## config.mk

```make
export PLATFORM = sky130hd
export DESIGN_NAME = vmon_top
export DESIGN_NICKNAME = d
export VERILOG_FILES = /design/src/logic/vmon_pkg.sv /design/src/logic/vmon_filter.sv /design/src/logic/vmon_top.sv
export SDC_FILE = /design/constraint.sdc
export NUM_CORES = 1
export LEC_CHECK = 0
export ABC_AREA = 0
export BUFFER_PORTS_ARGS = -buffer_cell sky130_fd_sc_hd__buf_4
export CELL_PAD_IN_SITES_DETAIL_PLACEMENT = 1
export CELL_PAD_IN_SITES_GLOBAL_PLACEMENT = 1
export CORE_ASPECT_RATIO = 1.1
export CORE_MARGIN = 1
export CORE_UTILIZATION = 38
export CTS_CLUSTER_SIZE = 14
export DETAILED_ROUTE_END_ITERATION = 16
export GPL_ROUTABILITY_DRIVEN = 0
export GPL_TIMING_DRIVEN = 0
export PLACE_DENSITY = 0.88
export RECOVER_POWER = 50
export SETUP_SLACK_MARGIN = 0.02
export SLEW_MARGIN = 25
export SYNTH_ARGS = -nofsm -noshare
export SYNTH_HDL_FRONTEND = slang
export SYNTH_HIERARCHICAL = 1
export SYNTH_SLANG_ARGS = --single-unit
```

## constraint.sdc

```tcl
create_clock -name clock_in -period 2.3 [get_ports clock_in]
set_input_delay 0.345 -clock clock_in [delete_from_list [all_inputs] [get_ports clock_in]]
set_output_delay 0.345 -clock clock_in [all_outputs]
set_load 0.01 [all_outputs]
```

## src/logic/vmon_pkg.sv

```systemverilog
// package for the channel-one supply monitor control block
// assumes an axi4-lite master and a 20 mhz system clock
package vmon_pkg;
   // ----------------------------------------------------------
   // register offsets (byte addresses)
   // ----------------------------------------------------------
   localparam logic [7:0] LEVEL_SELECT_REG_OFS = 8'h00;
   localparam logic [7:0] COMPARATOR_CONTROL_REG_OFS = 8'h04;
   localparam logic [7:0] CONTROL_A_OFS = 8'h08;
   localparam logic [7:0] CONTROL_B_OFS = 8'h0c;
   localparam logic [7:0] STATUS_OFS = 8'h10;
   // ----------------------------------------------------------
   // field positions
   // ----------------------------------------------------------
   localparam int LEVEL_LSB = 0;            // level_select_one[3:0]
   localparam int CIRCUIT_EN_BIT = 0;       // detect_circuit_enable_one
   localparam int RIE_BIT = 0;              // irq_reset_enable
   localparam int FILTER_DIS_BIT = 1;       // filter_disable_bit
   localparam int CMPE_BIT = 2;             // compare_output_enable
   localparam int RI_BIT = 3;               // irq_or_reset_select
   localparam int RN_BIT = 4;               // reset_negation_type
   localparam int FSAMP_LSB = 5;            // filter_sample_divisor
   localparam int EDGE_LSB = 0;             // request_edge_select
   localparam int NMI_BIT = 2;              // nmi_or_maskable_select
   localparam int DET_BIT = 0;              // crossing_detected_flag
   localparam int MON_BIT = 1;              // level_monitor_flag
   // ----------------------------------------------------------
   // reset values
   // ----------------------------------------------------------
   localparam logic [3:0] LEVEL_RST = 4'h0;
   localparam logic [6:0] CONTROL_A_RST = 7'h02; // filter off
   localparam logic [2:0] CONTROL_B_RST = 3'h1;  // falling edge
   // ----------------------------------------------------------
   // edge select codes
   // ----------------------------------------------------------
   localparam logic [1:0] EDGE_RISE = 2'h0;
   localparam logic [1:0] EDGE_FALL = 2'h1;
   localparam logic [1:0] EDGE_BOTH = 2'h2;
   // ----------------------------------------------------------
   // axi responses
   // ----------------------------------------------------------
   localparam logic [1:0] RESP_OKAY = 2'h0;
   localparam logic [1:0] RESP_SLVERR = 2'h2;
   // ----------------------------------------------------------
   // carriers
   // ----------------------------------------------------------
   typedef struct packed {
      logic nmi_sel;         // nmi_or_maskable_select, bit 2
      logic [1:0] edge_sel;  // request_edge_select, bits 1:0
   } vmon_ctlb_type;
   typedef struct packed {
      logic [1:0] fsamp;     // filter_sample_divisor
      logic rn;              // reset_negation_type
      logic ri;              // irq_or_reset_select
      logic cmpe;            // compare_output_enable
      logic fdis;            // filter_disable_bit
      logic rie;             // irq_reset_enable
   } vmon_ctla_type;
   typedef enum logic [2:0] {
      VMON_IDLE = 3'b001,
      VMON_WRESP = 3'b010,
      VMON_RRESP = 3'b100
   } vmon_bus_state_type;
endpackage : vmon_pkg

```

## src/logic/vmon_filter.sv

```systemverilog
// digital noise filter for the comparator level
// assumes comp_in is already synchronised and osc_tick_in is a
// one-cycle pulse per low-speed oscillator cycle
`timescale 1ns/1ns
module vmon_filter
(
   input wire logic clock_in,
   input wire logic rst_b_in,
   input wire logic osc_tick_in,     // one low-speed osc cycle
   input wire logic [1:0] fsamp_in,  // divisor select n=2,4,8,16
   input wire logic enable_in,       // filter on
   input wire logic comp_in,         // raw comparator level
   output logic level_out            // accepted level
);
   // ----------------------------------------------------------
   // state
   // ----------------------------------------------------------
   typedef struct packed {
      logic [3:0] div;   // osc cycle count within sample period
      logic s1;          // newest sample
      logic level;       // accepted level
   } vmon_filt_type;
   vmon_filt_type st_ff, nxt_st;

   // divisor minus one from the two-bit select
   function automatic logic [3:0] div_last(input logic [1:0] sel);
      div_last = 4'((5'h02 << sel) - 5'h01);
   endfunction : div_last

   // ----------------------------------------------------------
   // sample every n osc cycles, accept after two equal samples
   // ----------------------------------------------------------
   always_comb
   begin
      nxt_st = st_ff;
      if (!enable_in)
      begin
         // bypass keeps samples primed to avoid a stale glitch
         nxt_st.div = 4'h0;
         nxt_st.s1 = comp_in;
         nxt_st.level = comp_in;
      end
      else if (osc_tick_in)
      begin
         if (st_ff.div >= div_last(fsamp_in))
         begin
            nxt_st.div = 4'h0;
            nxt_st.s1 = comp_in;
            if (st_ff.s1 == comp_in)
               nxt_st.level = comp_in;
         end
         else
            nxt_st.div = st_ff.div + 4'h1;
      end
   end

   // registered state
   always_ff @(posedge clock_in or negedge rst_b_in)
   begin
      if (!rst_b_in)
         st_ff <= '0;
      else
         st_ff <= nxt_st;
   end

   assign level_out = st_ff.level;
endmodule : vmon_filter

```

## src/logic/vmon_top.sv

```systemverilog
// control logic of the channel-one supply monitor
// assumes axi4-lite master, analog comparator output on a pin
// Function
// - sampling clock is oscillator divided by n
// - writing zero to disable bit enables filter
// - select bit zero chooses interrupt
// - honour edge select and nmi select
// - writing zero clears detection flag
// - enable bit lets crossing raise request
// - forward comparison only while output enabled
// - select bit one chooses reset, negation type
// - writing one to disable bit stops filter
// - set flag on crossing, give monitor flag
// - filter accepts level stable two samples
//
// Design decisions made here: the address map and the AXI4-Lite slave port.
`timescale 1ns/1ns
module vmon_top
#(
   parameter int OSC_DIV = 160  // system cycles per osc cycle
)
(
   input wire logic clock_in,
   input wire logic rst_b_in,
   input wire logic comp_in,           // comparator: 1 = above
   input wire logic [7:0] s_axi_awaddr,
   input wire logic s_axi_awvalid,
   output logic s_axi_awready,
   input wire logic [31:0] s_axi_wdata,
   input wire logic [3:0] s_axi_wstrb,
   input wire logic s_axi_wvalid,
   output logic s_axi_wready,
   output logic [1:0] s_axi_bresp,
   output logic s_axi_bvalid,
   input wire logic s_axi_bready,
   input wire logic [7:0] s_axi_araddr,
   input wire logic s_axi_arvalid,
   output logic s_axi_arready,
   output logic [31:0] s_axi_rdata,
   output logic [1:0] s_axi_rresp,
   output logic s_axi_rvalid,
   input wire logic s_axi_rready,
   output logic [3:0] level_select_one_out,
   output logic detect_enable_out,      // analog circuit enable
   output logic nmi_out,                // one-cycle pulse
   output logic maskable_irq_out,       // one-cycle pulse
   output logic monitor_reset_out,      // level
   output logic reset_negation_type_out
);
   // ----------------------------------------------------------
   // state
   // ----------------------------------------------------------
   typedef struct packed {
      vmon_pkg::vmon_bus_state_type bus;
      logic aw_got;
      logic w_got;
      logic [7:0] awaddr;
      logic [31:0] wdata;
      logic [3:0] wstrb;
      logic [1:0] bresp;
      logic [31:0] rdata;
      logic [1:0] rresp;
      logic [3:0] level;
      logic circuit_en;
      vmon_pkg::vmon_ctla_type ctla;
      vmon_pkg::vmon_ctlb_type ctlb;
      logic det;
      logic prev_lvl;
      logic [1:0] sync;
      logic [7:0] osc_cnt;
      logic nmi;
      logic irq;
      logic rst_req;
   } vmon_state_type;
   vmon_state_type st_ff, nxt_st;
   logic filt_lvl;       // filter output
   logic cur_lvl;        // level after filter/bypass choice
   logic osc_tick;       // low-speed oscillator enable pulse
   logic rise, fall, hit;

   // ----------------------------------------------------------
   // helpers
   // ----------------------------------------------------------
   function automatic logic is_addr(input logic [7:0] a,
                                    input logic [7:0] ofs);
      is_addr = (a[7:2] == ofs[7:2]);
   endfunction : is_addr

   assign osc_tick = (st_ff.osc_cnt == 8'(OSC_DIV - 1));

   // ----------------------------------------------------------
   // filter instance
   // ----------------------------------------------------------
   vmon_filter u_filter
   (
      .clock_in(clock_in),
      .rst_b_in(rst_b_in),
      .osc_tick_in(osc_tick),
      .fsamp_in(st_ff.ctla.fsamp),
      .enable_in(!st_ff.ctla.fdis),
      .comp_in(st_ff.sync[1]),
      .level_out(filt_lvl)
   );

   // raw level when filter is off, filtered level otherwise
   assign cur_lvl = st_ff.ctla.fdis ? st_ff.sync[1] : filt_lvl;
   assign rise = cur_lvl && !st_ff.prev_lvl;
   assign fall = !cur_lvl && st_ff.prev_lvl;
   // crossing kind chosen by the edge select code; code 3 matches nothing
   always_comb
   begin
      case (st_ff.ctlb.edge_sel)
         vmon_pkg::EDGE_RISE: hit = rise;
         vmon_pkg::EDGE_FALL: hit = fall;
         vmon_pkg::EDGE_BOTH: hit = rise || fall;
         default: hit = 1'b0;
      endcase
   end

   // ----------------------------------------------------------
   // next state
   // ----------------------------------------------------------
   always_comb
   begin
      logic wr_fire;
      logic det_clr;
      logic qual;
      logic [31:0] wd;
      wr_fire = 1'b0;
      det_clr = 1'b0;
      qual = 1'b0;
      wd = st_ff.wdata;
      nxt_st = st_ff;
      nxt_st.sync = {st_ff.sync[0], comp_in};
      nxt_st.osc_cnt = osc_tick ? 8'h00 : st_ff.osc_cnt + 8'h01;
      nxt_st.nmi = 1'b0;
      nxt_st.irq = 1'b0;
      nxt_st.prev_lvl = cur_lvl;
      // bus handshake
      case (st_ff.bus)
         vmon_pkg::VMON_IDLE:
         begin
            if (s_axi_awvalid && !st_ff.aw_got)
            begin
               nxt_st.aw_got = 1'b1;
               nxt_st.awaddr = s_axi_awaddr;
            end
            if (s_axi_wvalid && !st_ff.w_got)
            begin
               nxt_st.w_got = 1'b1;
               nxt_st.wdata = s_axi_wdata;
               nxt_st.wstrb = s_axi_wstrb;
            end
            if (st_ff.aw_got && st_ff.w_got)
            begin
               wr_fire = 1'b1;
               nxt_st.aw_got = 1'b0;
               nxt_st.w_got = 1'b0;
               nxt_st.bus = vmon_pkg::VMON_WRESP;
            end
            else if (s_axi_arvalid)
            begin
               nxt_st.bus = vmon_pkg::VMON_RRESP;
               nxt_st.rresp = vmon_pkg::RESP_OKAY;
               nxt_st.rdata = 32'h0;
               if (is_addr(s_axi_araddr, vmon_pkg::LEVEL_SELECT_REG_OFS))
                  nxt_st.rdata[3:0] = st_ff.level;
               else if (is_addr(s_axi_araddr,
                                vmon_pkg::COMPARATOR_CONTROL_REG_OFS))
                  nxt_st.rdata[0] = st_ff.circuit_en;
               else if (is_addr(s_axi_araddr, vmon_pkg::CONTROL_A_OFS))
                  nxt_st.rdata[6:0] = st_ff.ctla;
               else if (is_addr(s_axi_araddr, vmon_pkg::CONTROL_B_OFS))
                  nxt_st.rdata[2:0] = st_ff.ctlb;
               else if (is_addr(s_axi_araddr, vmon_pkg::STATUS_OFS))
               begin
                  nxt_st.rdata[vmon_pkg::DET_BIT] = st_ff.det;
                  nxt_st.rdata[vmon_pkg::MON_BIT] = cur_lvl;
               end
               else
                  nxt_st.rresp = vmon_pkg::RESP_SLVERR;
            end
         end
         vmon_pkg::VMON_WRESP:
            if (s_axi_bready)
               nxt_st.bus = vmon_pkg::VMON_IDLE;
         vmon_pkg::VMON_RRESP:
            if (s_axi_rready)
               nxt_st.bus = vmon_pkg::VMON_IDLE;
         default:
            nxt_st.bus = vmon_pkg::VMON_IDLE;
      endcase
      // register writes, only byte lane 0 carries fields
      if (wr_fire)
      begin
         nxt_st.bresp = vmon_pkg::RESP_OKAY;
         if (!st_ff.wstrb[0])
            ;  // no lane, nothing stored
         else if (is_addr(st_ff.awaddr, vmon_pkg::LEVEL_SELECT_REG_OFS))
            nxt_st.level = wd[3:0];
         else if (is_addr(st_ff.awaddr,
                          vmon_pkg::COMPARATOR_CONTROL_REG_OFS))
            nxt_st.circuit_en = wd[vmon_pkg::CIRCUIT_EN_BIT];
         else if (is_addr(st_ff.awaddr, vmon_pkg::CONTROL_A_OFS))
            nxt_st.ctla = wd[6:0];
         else if (is_addr(st_ff.awaddr, vmon_pkg::CONTROL_B_OFS))
            nxt_st.ctlb = wd[2:0];
         else if (is_addr(st_ff.awaddr, vmon_pkg::STATUS_OFS))
            det_clr = !wd[vmon_pkg::DET_BIT];
         else
            nxt_st.bresp = vmon_pkg::RESP_SLVERR;
      end
      // detection: set wins over a clear in the same cycle
      qual = st_ff.circuit_en && st_ff.ctla.cmpe && hit;
      if (qual)
         nxt_st.det = 1'b1;
      else if (det_clr)
         nxt_st.det = 1'b0;
      // request only on a fresh qualifying crossing
      if (qual && st_ff.ctla.rie)
      begin
         if (st_ff.ctla.ri)
            nxt_st.rst_req = 1'b1;
         else if (st_ff.ctlb.nmi_sel)
            nxt_st.nmi = 1'b1;
         else
            nxt_st.irq = 1'b1;
      end
      // reset negates while the level is above or when reset operation is left;
      // negation type 0 waits for recovery, 1 releases at once
      if (st_ff.rst_req && (!st_ff.ctla.ri || !st_ff.ctla.rie ||
          st_ff.ctla.rn || cur_lvl))
         nxt_st.rst_req = 1'b0;
   end

   // registered state
   always_ff @(posedge clock_in or negedge rst_b_in)
   begin
      if (!rst_b_in)
      begin
         st_ff <= '0;
         st_ff.bus <= vmon_pkg::VMON_IDLE;
         st_ff.level <= vmon_pkg::LEVEL_RST;
         st_ff.ctla <= vmon_pkg::CONTROL_A_RST;
         st_ff.ctlb <= vmon_pkg::CONTROL_B_RST;
         st_ff.prev_lvl <= 1'b1;
         st_ff.sync <= 2'b11;  // idle above threshold, no false edge
      end
      else
         st_ff <= nxt_st;
   end

   // ----------------------------------------------------------
   // outputs
   // ----------------------------------------------------------
   assign s_axi_awready = (st_ff.bus == vmon_pkg::VMON_IDLE) &&
                          !st_ff.aw_got;
   assign s_axi_wready = (st_ff.bus == vmon_pkg::VMON_IDLE) &&
                         !st_ff.w_got;
   assign s_axi_arready = (st_ff.bus == vmon_pkg::VMON_IDLE) &&
                          !(st_ff.aw_got && st_ff.w_got);
   assign s_axi_bvalid = (st_ff.bus == vmon_pkg::VMON_WRESP);
   assign s_axi_bresp = st_ff.bresp;
   assign s_axi_rvalid = (st_ff.bus == vmon_pkg::VMON_RRESP);
   assign s_axi_rdata = st_ff.rdata;
   assign s_axi_rresp = st_ff.rresp;
   assign level_select_one_out = st_ff.level;
   assign detect_enable_out = st_ff.circuit_en;
   assign nmi_out = st_ff.nmi;
   assign maskable_irq_out = st_ff.irq;
   assign monitor_reset_out = st_ff.rst_req;
   assign reset_negation_type_out = st_ff.ctla.rn;
endmodule : vmon_top

```

======== Word-level counts from Yosys, hierarchy flattened ========
Index checks and enable logic that the tools add are counted.
storage, ports and cells
  register bits ........................... 68
  input bits .............................. 60
  output and inout port bits .............. 50
  word-level logic and storage cells ...... 157
operators by class
  add/sub/neg operators ................... 3
  order comparisons ....................... 1
  equal/unequal tests ..................... 18
  shift-type cells ........................ 1
  multiplexer cells ....................... 53
  bitwise gates (word level) .............. 4
  reductions and logical operators ........ 48
operators with widths
  cell                   number
  $mux W2                16
  $eq A6 B2 Y1 const B   4
  $mux W1                21
  $mux W3                7
  $mux W6                3
  $reduce_bool A2 Y1     8
  $eq A6 B1 Y1 const B   2
  $eq A6 B3 Y1 const B   2
  $logic_and A1 B1 Y1    12
  $logic_not A6 Y1       2
  $mux W4                3
  $reduce_and A2 Y1      6
  $reduce_and A3 Y1      4
  $pmux W3 S3            1
  $add A8 B1 Y8 const B  1
  $eq A8 B8 Y1 const B   1
  $logic_not A1 Y1       8
  $mux W8                1
  $reduce_and A6 Y1      1
  $reduce_and A5 Y1      1
  $add A4 B1 Y4 const B  1
  $ge A4 B4 Y1           1
  $logic_or A1 B1 Y1     4
  $ne A2 B1 Y1 const B   2
  13 further kinds       16

======== Longest topological paths before layout ========
Gate-level depths: netlist of the first run.
  word-level depth ........................ 10
  mapped depth ............................ 7

======== Hierarchy ========
Netlist of the first run, hierarchy kept.
modules (own cells, without submodules)
  module       instances  cells each  area an instance (um^2)  sequential area each (um^2)
  vmon_top     1          252         2,862.7                  1,458.9
  vmon_filter  1          42          399.1                    150.1

======== Least setup slack after synthesis of the first run ========
No wires, ideal clock.
  path kind ............................... register -> register
  start point ............................. register st_ff[3] in the netlist's numbering
  end point ............................... register u_filter/st_ff[1] in the netlist's numbering
  setup time .............................. 0.125 ns
  arrival ................................. 1.852 ns
  data required time ...................... 2.175 ns
  slack ................................... 0.323 ns
  cell stages (with the launch flop) ...... 8
  buffers on the path ..................... 0
  path through ............................ dfrtp_1 > ha_1 > nand3_1 > nor4b_1 > inv_1 > nand2_1 > nand2_2 > mux2_4
on the way
  word-level cells in the longest chain between the ends .. 3
RTL lines
  element                              RTL line           text
  start: declaration                   vmon_top.sv:75     vmon_state_type st_ff, nxt_st;
  start signal: assignment             vmon_top.sv:250    st_ff <= nxt_st;
  $eq A8 B8 Y1                         vmon_top.sv:89     assign osc_tick = (st_ff.osc_cnt == 8'(OSC_DIV - 1));
  net osc_tick                         vmon_top.sv:78     logic osc_tick;
  $reduce_bool A2 Y1 (no source line)  -
  $reduce_and A2 Y1 (no source line)   -
  end signal: assignment               vmon_filter.sv:63  st_ff <= nxt_st;
  end: declaration                     vmon_filter.sv:23  vmon_filt_type st_ff, nxt_st;
The timed path passes the listed nets, and every way through them passes these cells.
A chain may end at the register's enable or synchronous reset.

==> impl_metrics.toml, run 1 <==
[power]
p_per_area_mw_per_mm2 = 968
ir_drop_uv = 261
leakage_nw = 2.04

[worst_setup_path]
crit_end = "maskable_irq_out"
cp-startpoint = "st_ff[19]"
required_ps = 2510
cp.arrival_ps = 2430
r2r_start = "st_ff[19]"
reg2regPathDepth = 5
r2r_slack_ps = 80
worstReg2RegEnd = "maskable_irq_out"
cp-end-kind = "flip-flop"
worst_setup_path_start_kind = "flip-flop"
critPathKind = "reg2reg"
crit_fanout = 5

[floorplan]
die_y_um = 99.2
core-area_mm2 = 0.00836
io_pins = 110
die_area_mm2 = 0.00896
die_w_um = 90.3
num_rows = 35
start_util_pct = 39.0

[logic_synthesis]
postSynthAreaPerCell_um2 = 11.1
yosys.area_share.xor_xnor_pct = 1.61
synth_compound_area_share_pct = 7.75
synth_top_area_share_pct = 44.5
synth_top_flop_cell = "dfrtp_1"
synth_edf_count = 0
synth_simple_gate_area_share_pct = 14.4
ys_ff_latch = 64
post_synth_instance_area_mm2 = 0.00326
synthArstFlopShare_pct = 100
synth_cell_types = 47
yosys.area_share.adder_pct = 2.69
netlist_instances = 294
synth_top_family_by_area = "simple AND/OR/NAND/NOR gates"
ys_warn_count = 6
synth_area_leader_cell = "dfrtp_1"
synth_mux_area_share_pct = 13.1
synth_seq_area_share_pct = 49.3
synthTopCellsByArea = "dfrtp_1 (44%), mux2_2 (11%), buf_4 (9.2%)"

[finish]
n_fill_cell = 952
postLayoutCellArea_mm2 = 0.00406
mostFrequentLayoutCells = "buf_4 (83), dfrtp_1 (58), nand2_1 (34)"
area_growth_pct = 24.5
regArea_mm2 = 0.00161
final_common_cell = "buf_4"
multi_input_area_mm2 = 0.00142
layout-drive-gt1-share_pct = 39.3
final_nets = 446
diodes = 0
finalCoreUtilization_pct = 48.6

[clock_tree]
cts_setup_buffers = 0
clock-sinks = 64
worstSkewPairLatency_ps = 350
cts_tree = "done"
ctsLongestPathBuffers = 2
root_buffer = "clkbuf_8"
cts-hold-fix-buffers = 0
htree_num_levels = 3
clk_pin_slew_ps = 70
cts_buffers = 9

[detailed_routing]
vias = 2379
drt-initial-drc-count = 80
antenna_left = 0
drt-pass1-iter-count = 4
avgRoutedWirePerCell_um = 14.5
vias_per_cell = 4.81
wl_um = 7190
drc = 0

[global_routing]
track_usage_pct = 17.2
grt_overflow = 0
grt_max_degree = 65
grt_pass1_vias = 2540
grt_first_pass_wirelength_um = 12000
antenna_found_initial = 0

[sta]
setup_violations = 0
finalHoldViolCount = 0
fin_crit_ps = 2220
tightest_slew_ps = 1560
slew-limit-headroom_pct = -4.02
max_freq_mhz = 451
setup-tns-final_ps = 0
fin_skew_ps = 10.1
hold_slack_ps = 107
period_share_pct = 96.4
final-max-slew-violation-count = 65

[status]
violations = "capacitance limit, slew limit"
status = "finished, violations left"

[min_path]
hold_path.class = "in2reg"
worstHoldStart = "comp_in"

[place]
dpl_cell_area_mm2 = 0.00386
portBuffers = 48
dp_hpwl_um = 5330

[job]
cap_violations = 1
## synthesized netlist by cell type, types with 2 or more instances
master and number:
xor2_1 4, dfstp_2 6, nor3_1 7, a21o_2 2
o21ai_0 13, nand3_1 7, clkbuf_1 4, mux2_2 33
o31ai_1 2, a21boi_0 2, ha_1 7, nand4_1 2
nand2_1 34, mux2i_1 4, dfrtp_1 58, nor2_1 11
and2_1 2, nor3b_1 6, inv_1 12, a21oi_1 7
xnor2_1 2, buf_4 40, nor4b_1 5
## metrics by stage
stage                     setup slack, ps  cells  total power [mW]
final                                83.4    495              3.93
after CTS                            71.7    495              3.96
after floorplan                       323    320              2.52
after global routing                -4.58    495              4.16
after detailed placement             -194    479              2.99
after global placement              -33.4    479              2.87
## registers in the layout, summed over array words and instances (netlist names)
name	flops
st_ff	39
s_axi_rdata	7
u_filter/st_ff	5
level_select_one_out	4
detect_enable_out	1
maskable_irq_out	1
monitor_reset_out	1
nmi_out	1
nxt_st	1
reset_negation_type_out	1
s_axi_bresp	1
s_axi_rresp	1
u_filter/level_out	1
## area by class of cell
class                           instances  area share (%)
Timing Repair Buffer                   48            8.53
Sequential cell                        64            39.6
Tap cell                              111            3.42
Inverter                               12            1.11
Clock inverter                          4            1.11
Buffer                                 44            7.76
Multi-Input combinational cell        200            34.9
Clock buffer                           12            3.57
## power breakdown
group	switching (mW)	leakage, nW	internal [mW]
registers	0.295	0.814	1.44
clock network	0.423	0.100	0.525
logic	0.584	1.13	0.666
## worst min-delay path by stage
stage                         to  slack, ps  depth (start not counted)
2_1_floorplan  detect_enable_out         50                          0
3_3_place_gp           st_ff[12]        350                          0
3_5_place_dp           st_ff[12]        350                          0
4_1_cts               nxt_st[12]         80                          1
5_1_grt               nxt_st[12]        100                          1
6_report              nxt_st[12]        110                          1
## per-layer routing
layer  share of wire [%]  up-vias  GRT usage [%]
met5                   0        -              0
met4                 2.3        0           10.0
met3                 3.4       12           2.60
met2                  53       54           30.1
met1                  41     1192           20.1
li1                    -     1121              -
## kinds of logic after synthesis
family / after synthesis
compound gates: 36
xor+xnor: 6
simple gates: 86
flops: 64
fa+ha+maj: 7
other cells: 1
buf+inv: 56
mux: 38
## repair_timing
item                                    in CTS  in global routing
endpoints found under the setup margin       6                 13
cloned                                       0                  0
gates resized for setup                      1                  3
## critical path, stage by stage (launching register included)
cell	delay, ps
dfstp_2	560
mux2_2	400
ha_1	290
o21ai_0	220
o2111ai_2	210
nor4b_1	400
(Power assumes the default switching activity.)
==> inputs of run 2 (changes only) <==
- CELL_PAD_IN_SITES_GLOBAL_PLACEMENT: 1 -> 2
- CORE_UTILIZATION: 38 -> 31
- PLACE_DENSITY: 0.88 -> 0.89
- SYNTH_HIERARCHICAL: 1 -> default
==> impl_metrics.toml, run 2 <==
[logic_synthesis]
synthTopCellsByArea = "dfrtp_1 (44%), mux2_2 (12%), buf_4 (9.2%)"
post_synth_instance_area_mm2 = 0.00328
synth_common_cells = "dfrtp_1 (58), buf_4 (40), mux2_2 (34), nand2_1 (22), nor2_1 (15)"
yosys.cell_count.top_type = "dfrtp_1"
synth_seq_area_share_pct = 49.1
synth_top_area_share_pct = 44.3
synth_cell_types = 52
synth_area_leader_cell = "dfrtp_1"
netlist_instances = 294
synth_edf_count = 0
synthArstFlopShare_pct = 100
ys_warn_count = 0
ys_ff_latch = 64
synth_top_flop_cell = "dfrtp_1"
postSynthAreaPerCell_um2 = 11.1

[detailed_routing]
vias = 2436
antenna_left = 0
wl_um = 7590
drt-initial-drc-count = 98
vias_per_cell = 4.55
drt-pass1-iter-count = 4
avgRoutedWirePerCell_um = 14.2
drc = 0

[global_routing]
grt_overflow = 0
grt_pass1_vias = 2451
grtUsageMet1_pct = 18.3
busiest_layer = "met2"
grt_util_met2_pct = 24.1
antenna_found_initial = 0
track_usage_pct = 14.5
grt_max_degree = 65
grt_first_pass_wirelength_um = 12400
gr-usage-met3_pct = 2.42

[sta]
max_freq_mhz = 402
finalHoldViolCount = 0
fin_crit_ps = 2490
rsz0062_at_grt = "true"
tightest_slew_ps = 1600
worst_slack_ps = -188
setup_violations = 11
fin_skew_ps = 7.27
slew-limit-headroom_pct = -6.86
final-max-slew-violation-count = 65
hold_slack_ps = 129
period_share_pct = 108

[floorplan]
die_y_um = 110
core-area_mm2 = 0.0103
die_w_um = 100
io_pins = 110
start_util_pct = 31.7
num_rows = 39
die_area_mm2 = 0.0110

[finish]
top_register = "st_ff"
layout-drive-gt1-share_pct = 42.1
final_common_cell = "buf_4"
area_growth_pct = 33.8
mostFrequentLayoutCells = "buf_4 (93), dfrtp_1 (58), conb_1 (27)"
final_nets = 454
postLayoutCellArea_mm2 = 0.00438
largest_reg_flops = 39
diodes = 0

[worst_setup_path]
cp-end-kind = "flip-flop"
path_delay_family = "simple AND/OR/NAND/NOR gates"
cp.arrival_ps = 2690
required_ps = 2510
max_stage_delay_ps = 540
critPathKind = "reg2reg"
crit_buf_inv = 2
crit_fanout = 6
worst_setup_path_start_kind = "flip-flop"
cp_cell_sequence = "or3b_4 > or4_4 > buf_4 > nor4b_4 > buf_6 > mux2_4"
slowest_stage = "or4_4"

[status]
status = "finished, violations left"
violations = "capacitance limit, slew limit, setup timing"

[clock_tree]
cts-hold-fix-buffers = 0
clock-sinks = 64
worstSkewPairLatency_ps = 330
ctsLongestPathBuffers = 2
clk_pin_slew_ps = 50
cts_tree = "done"
root_buffer = "clkbuf_16"
htree_num_levels = 3
cts_buffers = 9

[power]
intPower_mw = 3.14
switching_power_mw = 1.40
sw_frac_of_total_pct = 30.9
p_per_area_mw_per_mm2 = 1040
seqPwrFrac_pct = 38.8
ir_drop_uv = 444
clock_power_share_pct = 32.6
pwr-share-comb_pct = 28.6
leakage_nw = 2.10

[place]
pre_cts_ws_ps = -381
portBuffers = 49
dp_hpwl_um = 5410
dpl_cell_area_mm2 = 0.00392

[min_path]
hold_path.class = "in2reg"

[job]
cap_violations = 1
## run 2: changes by cell type in the layout (fill, tap and decap cells not counted), moves of 7 or more
cell and delta:
buf_4 +10, nor3_1 -7, clkbuf_8 -9, nand2_1 -12, clkbuf_16 +9, mux2_4 +10
mux2_2 -10
## run 2: worst paths after layout
kind,to,depth (start not counted),slack [ps],startpoint
setup reg to reg,st_ff[23],6,-190,st_ff[112]
max in group asynchronous,st_ff[23],1,920,rst_b_in
min in group asynchronous,s_axi_bresp[1],1,420,rst_b_in
hold reg to reg,st_ff[12],0,360,nxt_st[12]
setup / recovery,st_ff[23],6,-190,st_ff[112]
hold / removal,nxt_st[12],1,130,comp_in
## run 2: kinds of logic after synthesis
group	Yosys count	share of synthesized area (%)
buffers and inverters	56	11.1
adder cells (fa/ha/maj)	7	2.67
AND/OR/NAND/NOR	86	15.3
AO/OA/AOI/OAI	39	8.10
other	1	0.114
XOR/XNOR	5	1.34
flip-flops	64	49.1
multiplexers	36	12.3
## run 2: power groups by stage
stage	Combinational [mW]	Sequential, mW	Clock [mW]
6_report	1.30	1.76	1.48
5_1_grt	1.44	1.81	1.56
3_3_place_gp	1.15	1.74	0
4_1_cts	1.30	1.75	1.52
2_1_floorplan	0.836	1.66	0
3_5_place_dp	1.21	1.77	0
## run 2: layer usage
metal | part of all wire [%] | wire length, µm
met1 | 45 | 3430
met2 | 49 | 3730
met3 | 3.7 | 280
met4 | 1.9 | 142
met5 | 0 | 0
## run 2: final cells by class
class / count / area (µm²)
plain buffers: 45 / 320
clock buffers: 10 / 239
clock inverters: 6 / 92.6
fillers: 1173 / 5960
inverters: 10 / 37.5
multi-input cells: 200 / 1470
flip-flops and latches: 64 / 1610
well taps: 143 / 179
repair buffers: 57 / 433
## run 2: metrics by stage
step                      util, %  cells  power (mW)  TNS, ps
final                        42.4    535        4.54    -1830
after global routing         42.4    535        4.82    -2350
after CTS                    42.0    535        4.57    -2000
after detailed placement     37.9    512        2.97    -3030
after global placement       37.9    512        2.88    -2850
after floorplan                 -    320        2.49    -1050
## run 2: timing repair
item,in CTS,in global routing
endpoints found under the setup margin,18,23
pin swaps,2,3
gates resized for setup,11,10
setup buffers,7,1
==> inputs of run 3 (changes only) <==
- RECOVER_POWER: 50 -> default
==> impl_metrics.toml, run 3 (same netlist as run 2, synthesis figures left out) <==
[sta]
max_freq_mhz = 403
rsz0062_at_grt = "true"
worst_slack_ps = -184
fin_crit_ps = 2480
hold_slack_ps = 113
slew-limit-headroom_pct = 45.4
setup_violations = 11
period_share_pct = 108
fin_skew_ps = 6.80
finalHoldViolCount = 0
final-max-slew-violation-count = 0
tightest_slew_ps = 819

[detailed_routing]
drt-initial-drc-count = 116
vias_per_cell = 4.54
vias = 2430
drt-pass1-iter-count = 4
wl_met3_um = 280
avgRoutedWirePerCell_um = 14.2
wl_met2_um = 3750
antenna_left = 0
route.top_layer_used = "met4"
wl_um = 7600
wl_met1_um = 3430
drc = 0

[worst_setup_path]
critPathKind = "reg2reg"
cp_cell_sequence = "or3b_4 > or4_4 > buf_6 > nor4_4 > buf_4 > mux2_4"
required_ps = 2510
cp-end-kind = "flip-flop"
slowest_stage = "or4_4"
worst_setup_path_start_kind = "flip-flop"
cp.arrival_ps = 2690
crit_fanout = 3
max_stage_delay_ps = 530

[place]
dpl_cell_area_mm2 = 0.00392
dp_hpwl_um = 5410
place_inst = 512
portBuffers = 49
pre_cts_ws_ps = -381

[global_routing]
antenna_found_initial = 0
track_usage_pct = 14.5
grt_pass1_vias = 2451
grt_max_degree = 65
grt_first_pass_wirelength_um = 12400
grt_overflow = 0

[power]
p_per_area_mw_per_mm2 = 1040
leakage_nw = 2.10
ir_drop_uv = 442
finalPower_mw = 4.54

[status]
status = "finished, violations left"
violations = "setup timing"

[clock_tree]
root_buffer = "clkbuf_16"
clk_pin_slew_ps = 50
cts_tree = "done"
htree_num_levels = 3
worstSkewPairLatency_ps = 330
cts-hold-fix-buffers = 0
cts_buffers = 9
ctsLongestPathBuffers = 2
clock-sinks = 64

[min_path]
hold_path.class = "in2async"

[finish]
mostFrequentLayoutCells = "buf_4 (95), dfrtp_1 (58), conb_1 (27)"
regArea_mm2 = 0.00161
top_register = "st_ff"
multi_input_area_mm2 = 0.00147
area_growth_pct = 33.8
postLayoutCellArea_mm2 = 0.00439
final_common_cell = "buf_4"
layout-drive-gt1-share_pct = 42.1
final_cell_count_no_fill = 535
diodes = 0
n_fill_cell = 1172
largest_reg_flops = 39
final_nets = 454

[job]
cap_violations = 0

[floorplan]
io_pins = 110
die_y_um = 110
die_w_um = 100
start_util_pct = 31.7
num_rows = 39
core-area_mm2 = 0.0103
die_area_mm2 = 0.0110
-- run 3: changes by cell type in the layout (fill, tap and decap cells not counted), sizes merged --
cell and delta:
clkbuf -2, buf +2
-- run 3: worst paths after layout --
path	slack (ps)	endpoint	from	cells after the start
min	110	st_ff[113]	rst_b_in	1
max in group asynchronous	1650	st_ff[23]	rst_b_in	1
min reg2reg	360	st_ff[12]	nxt_st[12]	0
min in group clock_in	130	nxt_st[12]	comp_in	1
max	-180	level_select_one_out[2]	st_ff[112]	6
max reg2reg	-180	level_select_one_out[2]	st_ff[112]	6
-- run 3: repair_timing --
action                                 4_1_cts  5_1_grt
gates resized for setup                     11       10
endpoints found under the hold margin        0        0
setup endpoints to repair                   18       23
pin swaps                                    2        3
buffers inserted                             7        1
-- run 3: worst max-delay path, delay by kind of cell (launching register included) --
family	cells	cell delay (ps)
and+or+nand+nor	3	1200
DFF	1	520
buffers and inverters	2	340
muxes	1	300
-- run 3: area by class of cell --
cell class              instances  share of cell area [%]
clock inverters                 6                    2.11
well taps                     143                    4.08
multi-input cells             200                    33.6
repair buffers                 57                    9.93
clock buffers                  10                    5.45
inverters                      10                   0.856
flip-flops and latches         64                    36.7
plain buffers                  45                    7.30
-- run 3: metal layers --
layer	track usage, %	vias up
li1	-	1165
met1	18.3	1199
met2	24.1	56
met3	2.42	10
met4	7.35	0
met5	0	-
-- run 3: power breakdown --
part / switching (mW) / total (mW) / internal (mW)
combinational: 0.581 / 1.30 / 0.719
clock: 0.500 / 1.48 / 0.981
sequential: 0.320 / 1.76 / 1.44
total: 1.40 / 4.54 / 3.14
-- run 3: stage by stage --
stage | TNS [ps] | utilization (%)
final | -1800 | 42.4
after global routing | -2350 | 42.4
after CTS | -2000 | 42.0
after detailed placement | -3030 | 37.9
after global placement | -2850 | 37.9
after floorplan | -1050 | -
